## src/tx_cmd_cfg.svh

```systemverilog
// constants for the outdoor transmit-control command link
// assumes: included by bare name by the package only; both ends import the package
`ifndef TX_CMD_CFG_SVH
`define TX_CMD_CFG_SVH
// ----------------------------------------
// command bytes
// ----------------------------------------
`define CMD_HDR0      8'hE2
`define CMD_HDR1      8'h82
`define OP_PA_ON      8'hC6
`define OP_PA_OFF     8'hC7
`define OP_PWR_STEP   8'hC8
`define OP_MOD_ON     8'hC9
`define OP_MOD_OFF    8'hCA
`define OP_TX_DIS     8'hCE
`define OP_TX_EN      8'hCF
// ----------------------------------------
// reply bytes
// ----------------------------------------
`define RSP_OK        8'hE4
`define RSP_UNSUP     8'hE5
`define RSP_PARITY    8'hE6
`define RSP_FORMAT    8'hE7
`define RSP_LOCKED    8'hEA
`define RSP_PAIR      8'hED
`define RSP_LOCK_TAIL 8'hFF
`define RSP_PWD_FIFTH 8'hFE
`define RSP_PWD_BASE  8'hF0
`define PWD_FIFTH_CNT 3'h4
// ----------------------------------------
// controller register map and resets
// ----------------------------------------
`define REG_CMD       8'h00
`define REG_PWD       8'h04
`define REG_STATUS    8'h08
`define CMD_OP_LSB    0
`define CMD_ADJ_LSB   8
`define CMD_PINJ_BIT  16
`define ST_BUSY_BIT   0
`define ST_HOLD_BIT   1
`define ST_REFUSE_BIT 2
`define ST_CNT_LSB    4
`define ST_RSP0_LSB   8
`define ST_RSP1_LSB   16
`define PWD_RESET     32'h0000_0000
`define LEVEL_RESET   8'h00
`endif

```

## src/tx_cmd_pkg.sv

```systemverilog
// types shared by both ends of the transmit-control link
// assumes: tx_cmd_cfg.svh on the include path
package tx_cmd_pkg;
  `include "tx_cmd_cfg.svh"
  typedef enum logic [3:0] {
    DEV_IDLE = 4'b0001,
    DEV_EXEC = 4'b0010,
    DEV_RSP0 = 4'b0100,
    DEV_RSP1 = 4'b1000
  } dev_state_t;
  typedef enum logic [2:0] {
    CTL_IDLE = 3'b001,
    CTL_SEND = 3'b010,
    CTL_WAIT = 3'b100
  } ctl_state_t;
endpackage
```

## src/tx_cmd_if.sv

```systemverilog
// byte link between indoor controller and outdoor command handler
// assumes: both ends on one clock, one byte per valid cycle
`timescale 1ns/1ns
interface tx_cmd_if;
  logic [7:0] c_byte;
  logic       c_par;
  logic       c_valid;
  logic       c_last;
  logic [7:0] r_byte;
  logic       r_valid;
  modport dev (input c_byte, c_par, c_valid, c_last,
               output r_byte, r_valid);
  modport ctl (output c_byte, c_par, c_valid, c_last,
               input r_byte, r_valid);
endinterface

```

## src/outdoor_tx_ctrl.sv

```systemverilog
// outdoor unit transmit-control command handler
// assumes: link bytes from same-clock logic; fault pins asynchronous
//
// Operation
// - amplifier-off disables amplifier, replies accepted
// - reject with unsupported, parity or format code
// - locked unit refuses amplifier-off with pair
// - amplifier off after any reset
// - transmitter-disable powers down, replies accepted
// - entering lockout powers transmitter down itself
// - controller disables on hold, never enables
// - fault or alarm disables transmitter automatically
// - transmitter-enable powers up, output stays off
// - locked unit rejects enable/power/modulation single byte
// - power step is signed byte count
// - step byte follows command and password
// - unsupported optional functions reply unsupported
// - modulation-on re-enables modulator, replies accepted
// - modulation-off disables modulator, replies accepted
// - modulation off sends clean carrier
// - password appended to amplifier-on, enable, power, modulation-off
// - amplifier-on enables amplifier output
// - fifth wrong password gives distinct pair
`timescale 1ns/1ns
module outdoor_tx_ctrl
  import tx_cmd_pkg::*;
#(
  parameter int          PWD_LEN         = 0,
  parameter logic [31:0] PASSWORD        = 32'h0000_0000,
  parameter bit          POWER_SUPPORTED = 1'b1,
  parameter bit          MOD_SUPPORTED   = 1'b1,
  parameter logic signed [7:0] LEVEL_MIN = -8'sh40,
  parameter logic signed [7:0] LEVEL_MAX = 8'sh3F
) (
  // clock and reset
  input  wire logic              hclk,
  input  wire logic              hresetn,
  input  wire logic              ce,
  // command link
  tx_cmd_if.dev                  link,
  // fault pins and lockout counter
  input  wire logic              synth_unlock,
  input  wire logic              supply_fault,
  input  wire logic              alarm,
  input  wire logic              lock_active,
  input  wire logic [2:0]        fail_count,
  output logic                   pwd_fail,
  // transmitter controls
  output logic                   power_amplifier_en,
  output logic                   tx_power_on,
  output logic                   mod_enable,
  output logic                   cw_carrier,
  output logic signed [7:0]      power_level
);
  localparam int BUF_N = 8;
  localparam int ADJ_IX = 3 + PWD_LEN;

  if (PWD_LEN < 0 || PWD_LEN > 4) begin : g_bad_pwd
    $error("PWD_LEN must be 0 to 4");
  end
  if (LEVEL_MIN > LEVEL_MAX) begin : g_bad_lim
    $error("LEVEL_MIN above LEVEL_MAX");
  end

  // ----------------------------------------
  // fault pin synchronisers
  // ----------------------------------------
  logic [2:0] flt_s1_r;
  logic [2:0] flt_s2_r;
  logic       lock_d_r;

  always_ff @(posedge hclk or negedge hresetn) begin
    if (!hresetn) begin
      flt_s1_r <= 3'h0;
      flt_s2_r <= 3'h0;
      lock_d_r <= 1'b0;
    end else if (ce) begin
      flt_s1_r <= {alarm, supply_fault, synth_unlock};
      flt_s2_r <= flt_s1_r;
      lock_d_r <= lock_active;
    end
  end

  // ----------------------------------------
  // state
  // ----------------------------------------
  dev_state_t        st_r, st_nxt;
  logic [7:0]        buf_r [BUF_N];
  logic [7:0]        buf_nxt [BUF_N];
  logic [3:0]        cnt_r, cnt_nxt;
  logic              perr_r, perr_nxt;
  logic [7:0]        rsp0_r, rsp0_nxt;
  logic [7:0]        rsp1_r, rsp1_nxt;
  logic              two_r, two_nxt;
  logic [7:0]        rb_r, rb_nxt;
  logic              rv_r, rv_nxt;
  logic              pa_r, pa_nxt;
  logic              txp_r, txp_nxt;
  logic              mod_r, mod_nxt;
  logic signed [7:0] lvl_r, lvl_nxt;
  logic              pf_r, pf_nxt;
  logic              cw_r, cw_nxt;

  // ----------------------------------------
  // password compare, one lane per byte
  // ----------------------------------------
  logic [3:0] pwd_hit;
  genvar gi;
  for (gi = 0; gi < 4; gi++) begin : g_pwd
    if (gi < PWD_LEN) begin : g_on
      assign pwd_hit[gi] = buf_r[3+gi] == PASSWORD[8*gi +: 8];
    end else begin : g_off
      assign pwd_hit[gi] = 1'b1;
    end
  end

  // ----------------------------------------
  // decode and next state
  // ----------------------------------------
  logic [7:0]        op;
  logic              known;
  logic              needs_pwd;
  logic              optional;
  logic              opt_ok;
  logic [3:0]        exp_len;
  logic signed [9:0] sum;
  logic              fault;

  always_comb begin
    op        = buf_r[2];
    known     = op == `OP_PA_ON || op == `OP_PA_OFF
             || op == `OP_PWR_STEP || op == `OP_MOD_ON
             || op == `OP_MOD_OFF || op == `OP_TX_DIS
             || op == `OP_TX_EN;
    needs_pwd = PWD_LEN > 0 && (op == `OP_PA_ON || op == `OP_TX_EN
             || op == `OP_PWR_STEP || op == `OP_MOD_OFF);
    exp_len   = 4'h3 + (needs_pwd ? 4'(PWD_LEN) : 4'h0)
              + ((op == `OP_PWR_STEP) ? 4'h1 : 4'h0);
    optional  = op == `OP_PWR_STEP || op == `OP_MOD_ON
             || op == `OP_MOD_OFF;
    opt_ok    = op == `OP_PWR_STEP ? POWER_SUPPORTED : MOD_SUPPORTED;
    sum       = 10'(lvl_r) + 10'(signed'(buf_r[ADJ_IX]));
    fault     = |flt_s2_r || (lock_active && !lock_d_r);

    st_nxt   = st_r;
    buf_nxt  = buf_r;
    cnt_nxt  = cnt_r;
    perr_nxt = perr_r;
    rsp0_nxt = rsp0_r;
    rsp1_nxt = rsp1_r;
    two_nxt  = two_r;
    rb_nxt   = rb_r;
    rv_nxt   = 1'b0;
    pa_nxt   = pa_r;
    txp_nxt  = txp_r;
    mod_nxt  = mod_r;
    lvl_nxt  = lvl_r;
    pf_nxt   = 1'b0;

    case (st_r)
      DEV_IDLE: begin
        if (link.c_valid) begin
          if (cnt_r < 4'(BUF_N)) begin
            buf_nxt[cnt_r[2:0]] = link.c_byte;
            cnt_nxt = cnt_r + 4'h1;
          end
          if (!(^{link.c_byte, link.c_par})) begin
            perr_nxt = 1'b1;
          end
          if (link.c_last) begin
            st_nxt = DEV_EXEC;
          end
        end
      end
      DEV_EXEC: begin
        two_nxt = 1'b0;
        rsp1_nxt = `RSP_LOCK_TAIL;
        // one verdict per message, highest first
        if (perr_r) begin
          rsp0_nxt = `RSP_PARITY;
        end else if (buf_r[0] != `CMD_HDR0 || buf_r[1] != `CMD_HDR1
                     || !known || cnt_r != exp_len) begin
          rsp0_nxt = `RSP_FORMAT;
        end else if (optional && !opt_ok) begin
          rsp0_nxt = `RSP_UNSUP;
        end else if (lock_active && (op == `OP_PA_OFF
                     || op == `OP_PA_ON)) begin
          rsp0_nxt = `RSP_PAIR;
          two_nxt  = 1'b1;
        end else if (lock_active && op != `OP_TX_DIS) begin
          rsp0_nxt = `RSP_LOCKED;
        end else if (needs_pwd && !(&pwd_hit)) begin
          rsp0_nxt = `RSP_PAIR;
          two_nxt  = 1'b1;
          pf_nxt   = 1'b1;
          if (fail_count == `PWD_FIFTH_CNT) begin
            rsp1_nxt = `RSP_PWD_FIFTH;
          end else begin
            rsp1_nxt = `RSP_PWD_BASE | {5'h0, fail_count + 3'h1};
          end
        end else begin
          rsp0_nxt = `RSP_OK;
          case (op)
            `OP_PA_ON:   pa_nxt  = 1'b1;
            `OP_PA_OFF:  pa_nxt  = 1'b0;
            `OP_TX_DIS: begin
              txp_nxt = 1'b0;
              pa_nxt  = 1'b0;
            end
            `OP_TX_EN:   txp_nxt = 1'b1;
            `OP_MOD_ON:  mod_nxt = 1'b1;
            `OP_MOD_OFF: mod_nxt = 1'b0;
            `OP_PWR_STEP: begin
              // clamp rather than wrap
              if (sum > 10'(LEVEL_MAX)) begin
                lvl_nxt = LEVEL_MAX;
              end else if (sum < 10'(LEVEL_MIN)) begin
                lvl_nxt = LEVEL_MIN;
              end else begin
                lvl_nxt = sum[7:0];
              end
            end
            default: pa_nxt = pa_r;
          endcase
        end
        st_nxt = DEV_RSP0;
      end
      DEV_RSP0: begin
        rb_nxt = rsp0_r;
        rv_nxt = 1'b1;
        st_nxt = two_r ? DEV_RSP1 : DEV_IDLE;
        cnt_nxt  = 4'h0;
        perr_nxt = 1'b0;
      end
      DEV_RSP1: begin
        rb_nxt = rsp1_r;
        rv_nxt = 1'b1;
        st_nxt = DEV_IDLE;
      end
      default: st_nxt = DEV_IDLE;
    endcase

    // faults override any command in flight
    if (fault) begin
      txp_nxt = 1'b0;
      pa_nxt  = 1'b0;
    end
    // registered so the pin is glitch free
    cw_nxt = ~mod_nxt;
  end

  always_ff @(posedge hclk or negedge hresetn) begin
    if (!hresetn) begin
      st_r   <= DEV_IDLE;
      for (int i = 0; i < BUF_N; i++) begin
        buf_r[i] <= 8'h00;
      end
      cnt_r  <= 4'h0;
      perr_r <= 1'b0;
      rsp0_r <= 8'h00;
      rsp1_r <= 8'h00;
      two_r  <= 1'b0;
      rb_r   <= 8'h00;
      rv_r   <= 1'b0;
      pa_r   <= 1'b0;
      txp_r  <= 1'b1;
      mod_r  <= 1'b1;
      lvl_r  <= `LEVEL_RESET;
      pf_r   <= 1'b0;
      cw_r   <= 1'b0;
    end else if (ce) begin
      st_r   <= st_nxt;
      buf_r  <= buf_nxt;
      cnt_r  <= cnt_nxt;
      perr_r <= perr_nxt;
      rsp0_r <= rsp0_nxt;
      rsp1_r <= rsp1_nxt;
      two_r  <= two_nxt;
      rb_r   <= rb_nxt;
      rv_r   <= rv_nxt;
      pa_r   <= pa_nxt;
      txp_r  <= txp_nxt;
      mod_r  <= mod_nxt;
      lvl_r  <= lvl_nxt;
      pf_r   <= pf_nxt;
      cw_r   <= cw_nxt;
    end
  end

  assign link.r_byte        = rb_r;
  assign link.r_valid       = rv_r;
  assign pwd_fail           = pf_r;
  assign power_amplifier_en = pa_r;
  assign tx_power_on        = txp_r;
  assign mod_enable         = mod_r;
  assign cw_carrier         = cw_r;
  assign power_level        = lvl_r;
endmodule

```

## src/flat_wrapper.sv

```systemverilog
// flat-port wrapper written by rule: the top's interface ports become plain ports
module outdoor_tx_ctrl_flat import tx_cmd_pkg::*;
#(
  parameter int          PWD_LEN         = 0,
  parameter logic [31:0] PASSWORD        = 32'h0000_0000,
  parameter bit          POWER_SUPPORTED = 1'b1,
  parameter bit          MOD_SUPPORTED   = 1'b1,
  parameter logic signed [7:0] LEVEL_MIN = -8'sh40,
  parameter logic signed [7:0] LEVEL_MAX = 8'sh3F
)
  (hclk, hresetn, ce, synth_unlock, supply_fault, alarm, lock_active, fail_count, pwd_fail, power_amplifier_en, tx_power_on, mod_enable, cw_carrier, power_level, link_c_byte, link_c_par, link_c_valid, link_c_last, link_r_byte, link_r_valid);
  tx_cmd_if link_i ();
  input  wire logic hclk;
  input  wire logic hresetn;
  input  wire logic ce;
  input  wire logic synth_unlock;
  input  wire logic supply_fault;
  input  wire logic alarm;
  input  wire logic lock_active;
  input  wire logic [2:0] fail_count;
  output logic pwd_fail;
  output logic power_amplifier_en;
  output logic tx_power_on;
  output logic mod_enable;
  output logic cw_carrier;
  output logic signed [7:0] power_level;
  input wire logic [$bits(link_i.c_byte)-1:0] link_c_byte;
  input wire logic [$bits(link_i.c_par)-1:0] link_c_par;
  input wire logic [$bits(link_i.c_valid)-1:0] link_c_valid;
  input wire logic [$bits(link_i.c_last)-1:0] link_c_last;
  output wire logic [$bits(link_i.r_byte)-1:0] link_r_byte;
  output wire logic [$bits(link_i.r_valid)-1:0] link_r_valid;
  assign link_i.c_byte = link_c_byte;
  assign link_i.c_par = link_c_par;
  assign link_i.c_valid = link_c_valid;
  assign link_i.c_last = link_c_last;
  assign link_r_byte = link_i.r_byte;
  assign link_r_valid = link_i.r_valid;
  outdoor_tx_ctrl #(.PWD_LEN(PWD_LEN), .PASSWORD(PASSWORD), .POWER_SUPPORTED(POWER_SUPPORTED), .MOD_SUPPORTED(MOD_SUPPORTED), .LEVEL_MIN(LEVEL_MIN), .LEVEL_MAX(LEVEL_MAX)) u_core (.hclk(hclk), .hresetn(hresetn), .ce(ce), .link(link_i), .synth_unlock(synth_unlock), .supply_fault(supply_fault), .alarm(alarm), .lock_active(lock_active), .fail_count(fail_count), .pwd_fail(pwd_fail), .power_amplifier_en(power_amplifier_en), .tx_power_on(tx_power_on), .mod_enable(mod_enable), .cw_carrier(cw_carrier), .power_level(power_level));
endmodule
```

## config.mk

```make
export PLATFORM = sky130hd
export DESIGN_NAME = outdoor_tx_ctrl_flat
export DESIGN_NICKNAME = d
export VERILOG_FILES = /design/src/tx_cmd_pkg.sv /design/src/tx_cmd_if.sv /design/src/outdoor_tx_ctrl.sv /design/src/flat_wrapper.sv
export VERILOG_INCLUDE_DIRS = /design/src
export SDC_FILE = /design/constraint.sdc
export NUM_CORES = 1
export LEC_CHECK = 0
export BUFFER_PORTS_ARGS = -buffer_cell sky130_fd_sc_hd__buf_2
export CORE_MARGIN = 1.5
export CORE_UTILIZATION = 31
export CTS_CLUSTER_DIAMETER = 60
export DETAILED_ROUTE_END_ITERATION = 8
export PLACE_DENSITY_LB_ADDON = 0.12
export SLEW_MARGIN = 20
export SYNTH_ARGS = -nofsm -noshare
export SYNTH_HDL_FRONTEND = slang
export SYNTH_SLANG_ARGS = --single-unit
```

## constraint.sdc

```tcl
create_clock -name hclk -period 4.25 [get_ports hclk]
set_input_delay 0.6375 -clock hclk [delete_from_list [all_inputs] [get_ports hclk]]
set_output_delay 0.6375 -clock hclk [all_outputs]
set_load 0.01 [all_outputs]
```

== Word level (Yosys, flattened, before mapping) ==
Index checks and enable logic that the tools add are counted.
Word-level totals
  register bits after elaboration: 111
  input bits: 21
  output and inout port bits: 22
  logic and storage cells: 140
Cells by class
  $add $sub $neg: 3
  order comparisons: 5
  equality and inequality tests: 23
  multiplexer cells: 45
  bitwise operators: 6
  reduce and logical (&&, ||, !) cells: 34
Operators by type and width (number)
  bitwise mux 64 bit: 1
  == test 8 bit, second input constant: 7
  two-way mux 8 bit: 6
  demux 8 bit (select 3 bit): 1
  two-way mux 1 bit: 24
  two-way mux 4 bit: 6
  inequality test 8 bit, second input constant: 3
  AND reduction 7 bit: 3
  one-hot mux 8 bit (2 select lines): 1
  one-hot mux 4 bit (3 select lines): 1
  AND reduction 4 bit: 3
  > comparator 10 x 7 -> 1 bit, second input constant: 1
  logical OR 1 bit: 10
  less-than comparator 10 x 7 -> 1 bit, second input constant: 1
  adder 8 x 8 -> 9 bit: 1
  parity 9 bit: 1
  inequality test 2 x 1 -> 1 bit, second input constant: 4
  inequality test 2 bit, second input constant: 4
  one-hot mux 1 bit (2 select lines): 4
  one-hot mux 4 bit (2 select lines): 1
  nonzero test 2 bit: 3
  nonzero test 3 bit: 2
  inverter 1 bit: 5
  adder 2 x 4 -> 4 bit, first input constant: 1
  16 further kinds: 22

== Longest topological paths before layout ==
  depth in word-level cells: 14
  gate-level depth with buffers: 10
  depth with buffers taken out: 9

== Worst setup path after synthesis ==
OpenSTA, ideal clock, no wires.
  kind: register -> register
  start: register u_core.lvl_r[0], in the netlist u_core.power_level[0]
  end: register u_core.lvl_r[3], in the netlist u_core.power_level[3]
  library setup time: 95 ps
  data arrival time: 2248 ps
  required time: 4155 ps
  slack: 1907 ps
  stages on the path, launching flop included: 11
  path through: dfrtp_1 ha_1 inv_1 fa_1 nand2b_1 a21oi_1 o211ai_1 a21oi_1 clkbuf_1 a21oi_1 o31ai_1
On the way
  longest elaborated chain between the ends: 4
Ends and longest elaborated chain
  start: declaration: line outdoor_tx_ctrl.sv:100  | logic signed [7:0] lvl_r, lvl_nxt;
  start signal: assignment: line outdoor_tx_ctrl.sv:268  | lvl_r <= `LEVEL_RESET;
  start signal: assignment: line outdoor_tx_ctrl.sv:284  | lvl_r <= lvl_nxt;
  adder 8 x 8 -> 9 bit *: line outdoor_tx_ctrl.sv:142  | sum = 10'(lvl_r) + 10'(signed'(buf_r[ADJ_IX]));
  less-than comparator 10 x 7 -> 1 bit: line outdoor_tx_ctrl.sv:217  | end else if (sum < 10'(LEVEL_MIN)) begin
  two-way mux 8 bit: line outdoor_tx_ctrl.sv:217
  two-way mux 8 bit *: line outdoor_tx_ctrl.sv:215  | if (sum > 10'(LEVEL_MAX)) begin
Every way passes the cells marked *; elsewhere a longest branch is shown, timed or not.
A chain may end at the register's enable or synchronous reset.

== Final worst setup path ==
  start: register u_core.lvl_r[0], in the netlist u_core.power_level[0]
  end: register u_core.lvl_r[0], in the netlist u_core.power_level[0]
The elaborated chain is that of the path after synthesis.

==> impl_metrics.yaml <==
logic_synthesis:
  synth_seq_cells: 73
  ys.flop_type: "dfrtp_1"
  synth_warnings: 0
  syn_area_um2: 3930
  ys_seq_area_share_pct: 46.6
  synth_cell_types: 64
  synth_nets: 392
  syn_avg_cell_area_um2: 10.9
  async_reset_ff_share_pct: 100
  synth_cells: 361
  synth_edf_count: 0
global_route:
  antenna_found_initial: 0
  met3_usage_pct: 3.19
  grt_use_met1_pct: 19.8
  grt-busiest-layer: "met2"
  overflow: 0
  grt_usage_pct: 14.2
  grt_pass1_vias: 2692
  use_met2_pct: 21.4
  grt_pass1_wl_um: 14400
  grt_start_max_net_pins: 74
cells_and_area:
  nets: 432
  antenna_cells: 0
  mostFrequentLayoutCells: "dfrtp_1, mux2_2, buf_2"
  areaGrowthSynthToFinish_pct: 17.4
  drive_gt1_share_pct: 26.4
  final_common_cell: "dfrtp_1"
clock_tree:
  cts_root_buffer: "clkbuf_16"
  cts_tree: "built"
  ctsResizeCount: 0
  clkLatencyLatePin_ns: 0.34
  htree_levels: 3
  post_cts_buffers: 0
  clk_path_buf_depth: 2
  cts-buffers-inserted: 9
  cts_sinks: 73
  clk_pin_slew_worst_paths_ns: 0.05
  cts-hold-fix-buffers: 0
run_status:
  status: "complete, no violations"
min_path:
  holdCritPathClass: "in -> async"
floorplan:
  initial_core_util_pct: 32.3
  row_count: 40
  die_w_um: 116
  die-area_um2: 13400
  io_pins: 43
  die_h_um: 116
  coreArea_um2: 12200
pwr:
  peakVddDrop_mv: 0.178
  powerDensity_nw_per_um2: 549
  leakagePower_nw: 2.03
timing:
  setup_violations: 0
  rsz0062_at_grt: "false"
  timing.setup.tns_ns: 0
  min_period_over_period_pct: 68.0
  fmax_ghz: 0.346
  fin_hold_ws_ns: 0.434
  finalHoldViolations: 0
  worst_pin_slew_ns: 1.01
  fin_skew_ns: 0.00608
  min_period_ns: 2.89
  drv_slew: 0
  max_slew_margin_pct: 32.6
placement:
  port-buffer-count: 38
  hpwl_um: 6250
  globalplace.congestion: 0.817
setup_path:
  cp_slowest_cell: "a21oi_1"
  cp.arrival_ns: 3.13
  r2r_end: "u_core.power_level[0]"
  crit_type: "reg -> reg"
  r2r_slack_ns: 1.36
  rr_worst_depth: 9
  crit_buf_inv: 1
  worst_setup_path_end_kind: "flip-flop"
  rr_startpoint: "u_core.power_level[0]"
  startpoint_type: "flip-flop"
  cp.required_ns: 4.49
  cp_cell_sequence: "ha_1 > inv_1 > fa_1 > nand2b_1 > a21oi_1 > o211ai_1 > a21oi_1 > a21oi_1 > o31ai_1"
  worstPathMaxFanout: 13
  critical-path-top-delay-family: "compound AO/OA/AOI/OAI gates"
  critPathMaxStageDelay_ns: 0.82
  crit_top_cell: "a21oi_1"
routing:
  drtIter0Drc: 121
  post_drt_wl_per_cell_um: 15.3
  ant_nets: 0
  vias: 2836
  firstDrtPassIters: 4
  drc_errors: 0
  via_per_inst: 4.94
  routed_wl_um: 8760
flow_run:
  cap_violations: 0
-- flip-flops by register name, summed over array words and instances (netlist names), named ones only --
name,count
u_core.rsp0_r,5
u_core.power_amplifier_en,1
u_core.cnt_r,4
u_core.cw_carrier,1
u_core.link.r_valid,1
u_core.flt_s1_r,3
u_core.two_r,1
u_core.power_level,8
u_core.buf_r,24
u_core.link.r_byte,6
u_core.flt_s2_r,3
u_core.st_r,4
u_core.tx_power_on,1
u_core.lock_d_r,1
u_core.op,8
u_core.perr_r,1
-- final cells by class --
| type | instances | area [um2] |
|---|---|---|
| clock buffers | 14 | 264 |
| clock inverters | 2 | 60.1 |
| fillers | 1236 | 7550 |
| inverters | 17 | 63.8 |
| multi-input cells | 260 | 1970 |
| flip-flops and latches | 73 | 1830 |
| well taps | 168 | 210 |
| repair buffers | 40 | 208 |
-- report_power, final --
part,total [mW],switching (mW),internal (mW)
Clock,0.830,0.283,0.547
Sequential,1.07,0.183,0.889
Combinational,0.626,0.320,0.306
-- kinds of logic (layout without fill, tap and decap cells) --
family | Yosys count | in the layout | synth area share [%]
DFF | 73 | 73 | 46.6
xor gates and xnor gates | 11 | 11 | 2.45
buffers and inverters | 28 | 73 | 3.15
other | 1 | 1 | 0.0955
and+or+nand+nor | 103 | 103 | 16.2
AOI/OAI and AO/OA | 89 | 89 | 15.1
adders and majority gates | 10 | 10 | 3.38
muxes | 46 | 46 | 13.0
-- synth_stat cells, drive strengths merged (2+ instances only) --
library cell / number / area (um2)
nor2: 17 / 63.8
dfstp: 3 / 78.8
xor2: 3 / 26.3
clkbuf: 7 / 26.3
nor4: 7 / 56.3
buf: 4 / 33.8
and2: 3 / 18.8
nand2b: 7 / 43.8
or3: 2 / 12.5
o211ai: 2 / 15.0
xnor2: 8 / 70.1
ha: 9 / 113
nand2: 25 / 93.8
o31ai: 7 / 52.6
nor4b: 2 / 32.5
nand3b: 3 / 22.5
nand4: 5 / 61.3
or2: 2 / 12.5
a2111oi: 4 / 72.6
a311o: 2 / 20.0
mux2: 41 / 462
o21ai: 28 / 144
mux2i: 5 / 50.1
a22o: 3 / 26.3
or4b: 2 / 20.0
nor2b: 5 / 31.3
a211oi: 3 / 22.5
nor3b: 3 / 22.5
nor4bb: 2 / 20.0
dfrtp: 70 / 1750
nand3: 9 / 45.0
a21oi: 26 / 130
inv: 17 / 63.8
a21o: 4 / 30.0
-- metrics by stage --
step	utilization, %	cells	setup WS (ns)	power [mW]	instance area, um2
6_report	37.9	574	1.36	2.53	4610
5_1_grt	37.9	574	1.06	2.70	4610
4_1_cts	37.9	574	1.37	2.56	4610
3_5_place_dp	35.2	558	1.40	1.71	4290
3_3_place_gp	35.2	558	1.42	1.70	4290
2_1_floorplan	-	361	1.91	1.54	3930
-- worst reg2reg max path, delay by kind of cell (launching register included) --
kind                       cells  cell delay [ns]
AOI/OAI and AO/OA              5             1.54
adders and majority gates      2             0.61
DFF                            1             0.37
and+or+nand+nor                1             0.22
buffers and inverters          1             0.07
-- per-layer routing --
metal / part of all wire, % / vias to the layer above
met4: 1.5 / 0
li1: - / 1406
met5: 0 / -
met3: 3.2 / 10
met1: 51 / 1379
met2: 44 / 41
-- worst max path at each step --
| stage | start | to | slack, ns | cells past startpoint |
|---|---|---|---|---|
| 6_report | u_core.power_level[0] | u_core.power_level[0] | 1.36 | 9 |
| 5_1_grt | u_core.power_level[0] | u_core.power_level[3] | 1.06 | 9 |
| 4_1_cts | u_core.power_level[0] | u_core.power_level[3] | 1.37 | 9 |
| 3_5_place_dp | u_core.power_level[0] | u_core.power_level[0] | 1.40 | 9 |
| 3_3_place_gp | u_core.power_level[0] | u_core.power_level[0] | 1.42 | 9 |
| 2_1_floorplan | u_core.power_level[0] | u_core.power_level[3] | 1.91 | 10 |
Power figures use the tool's default switching activity.
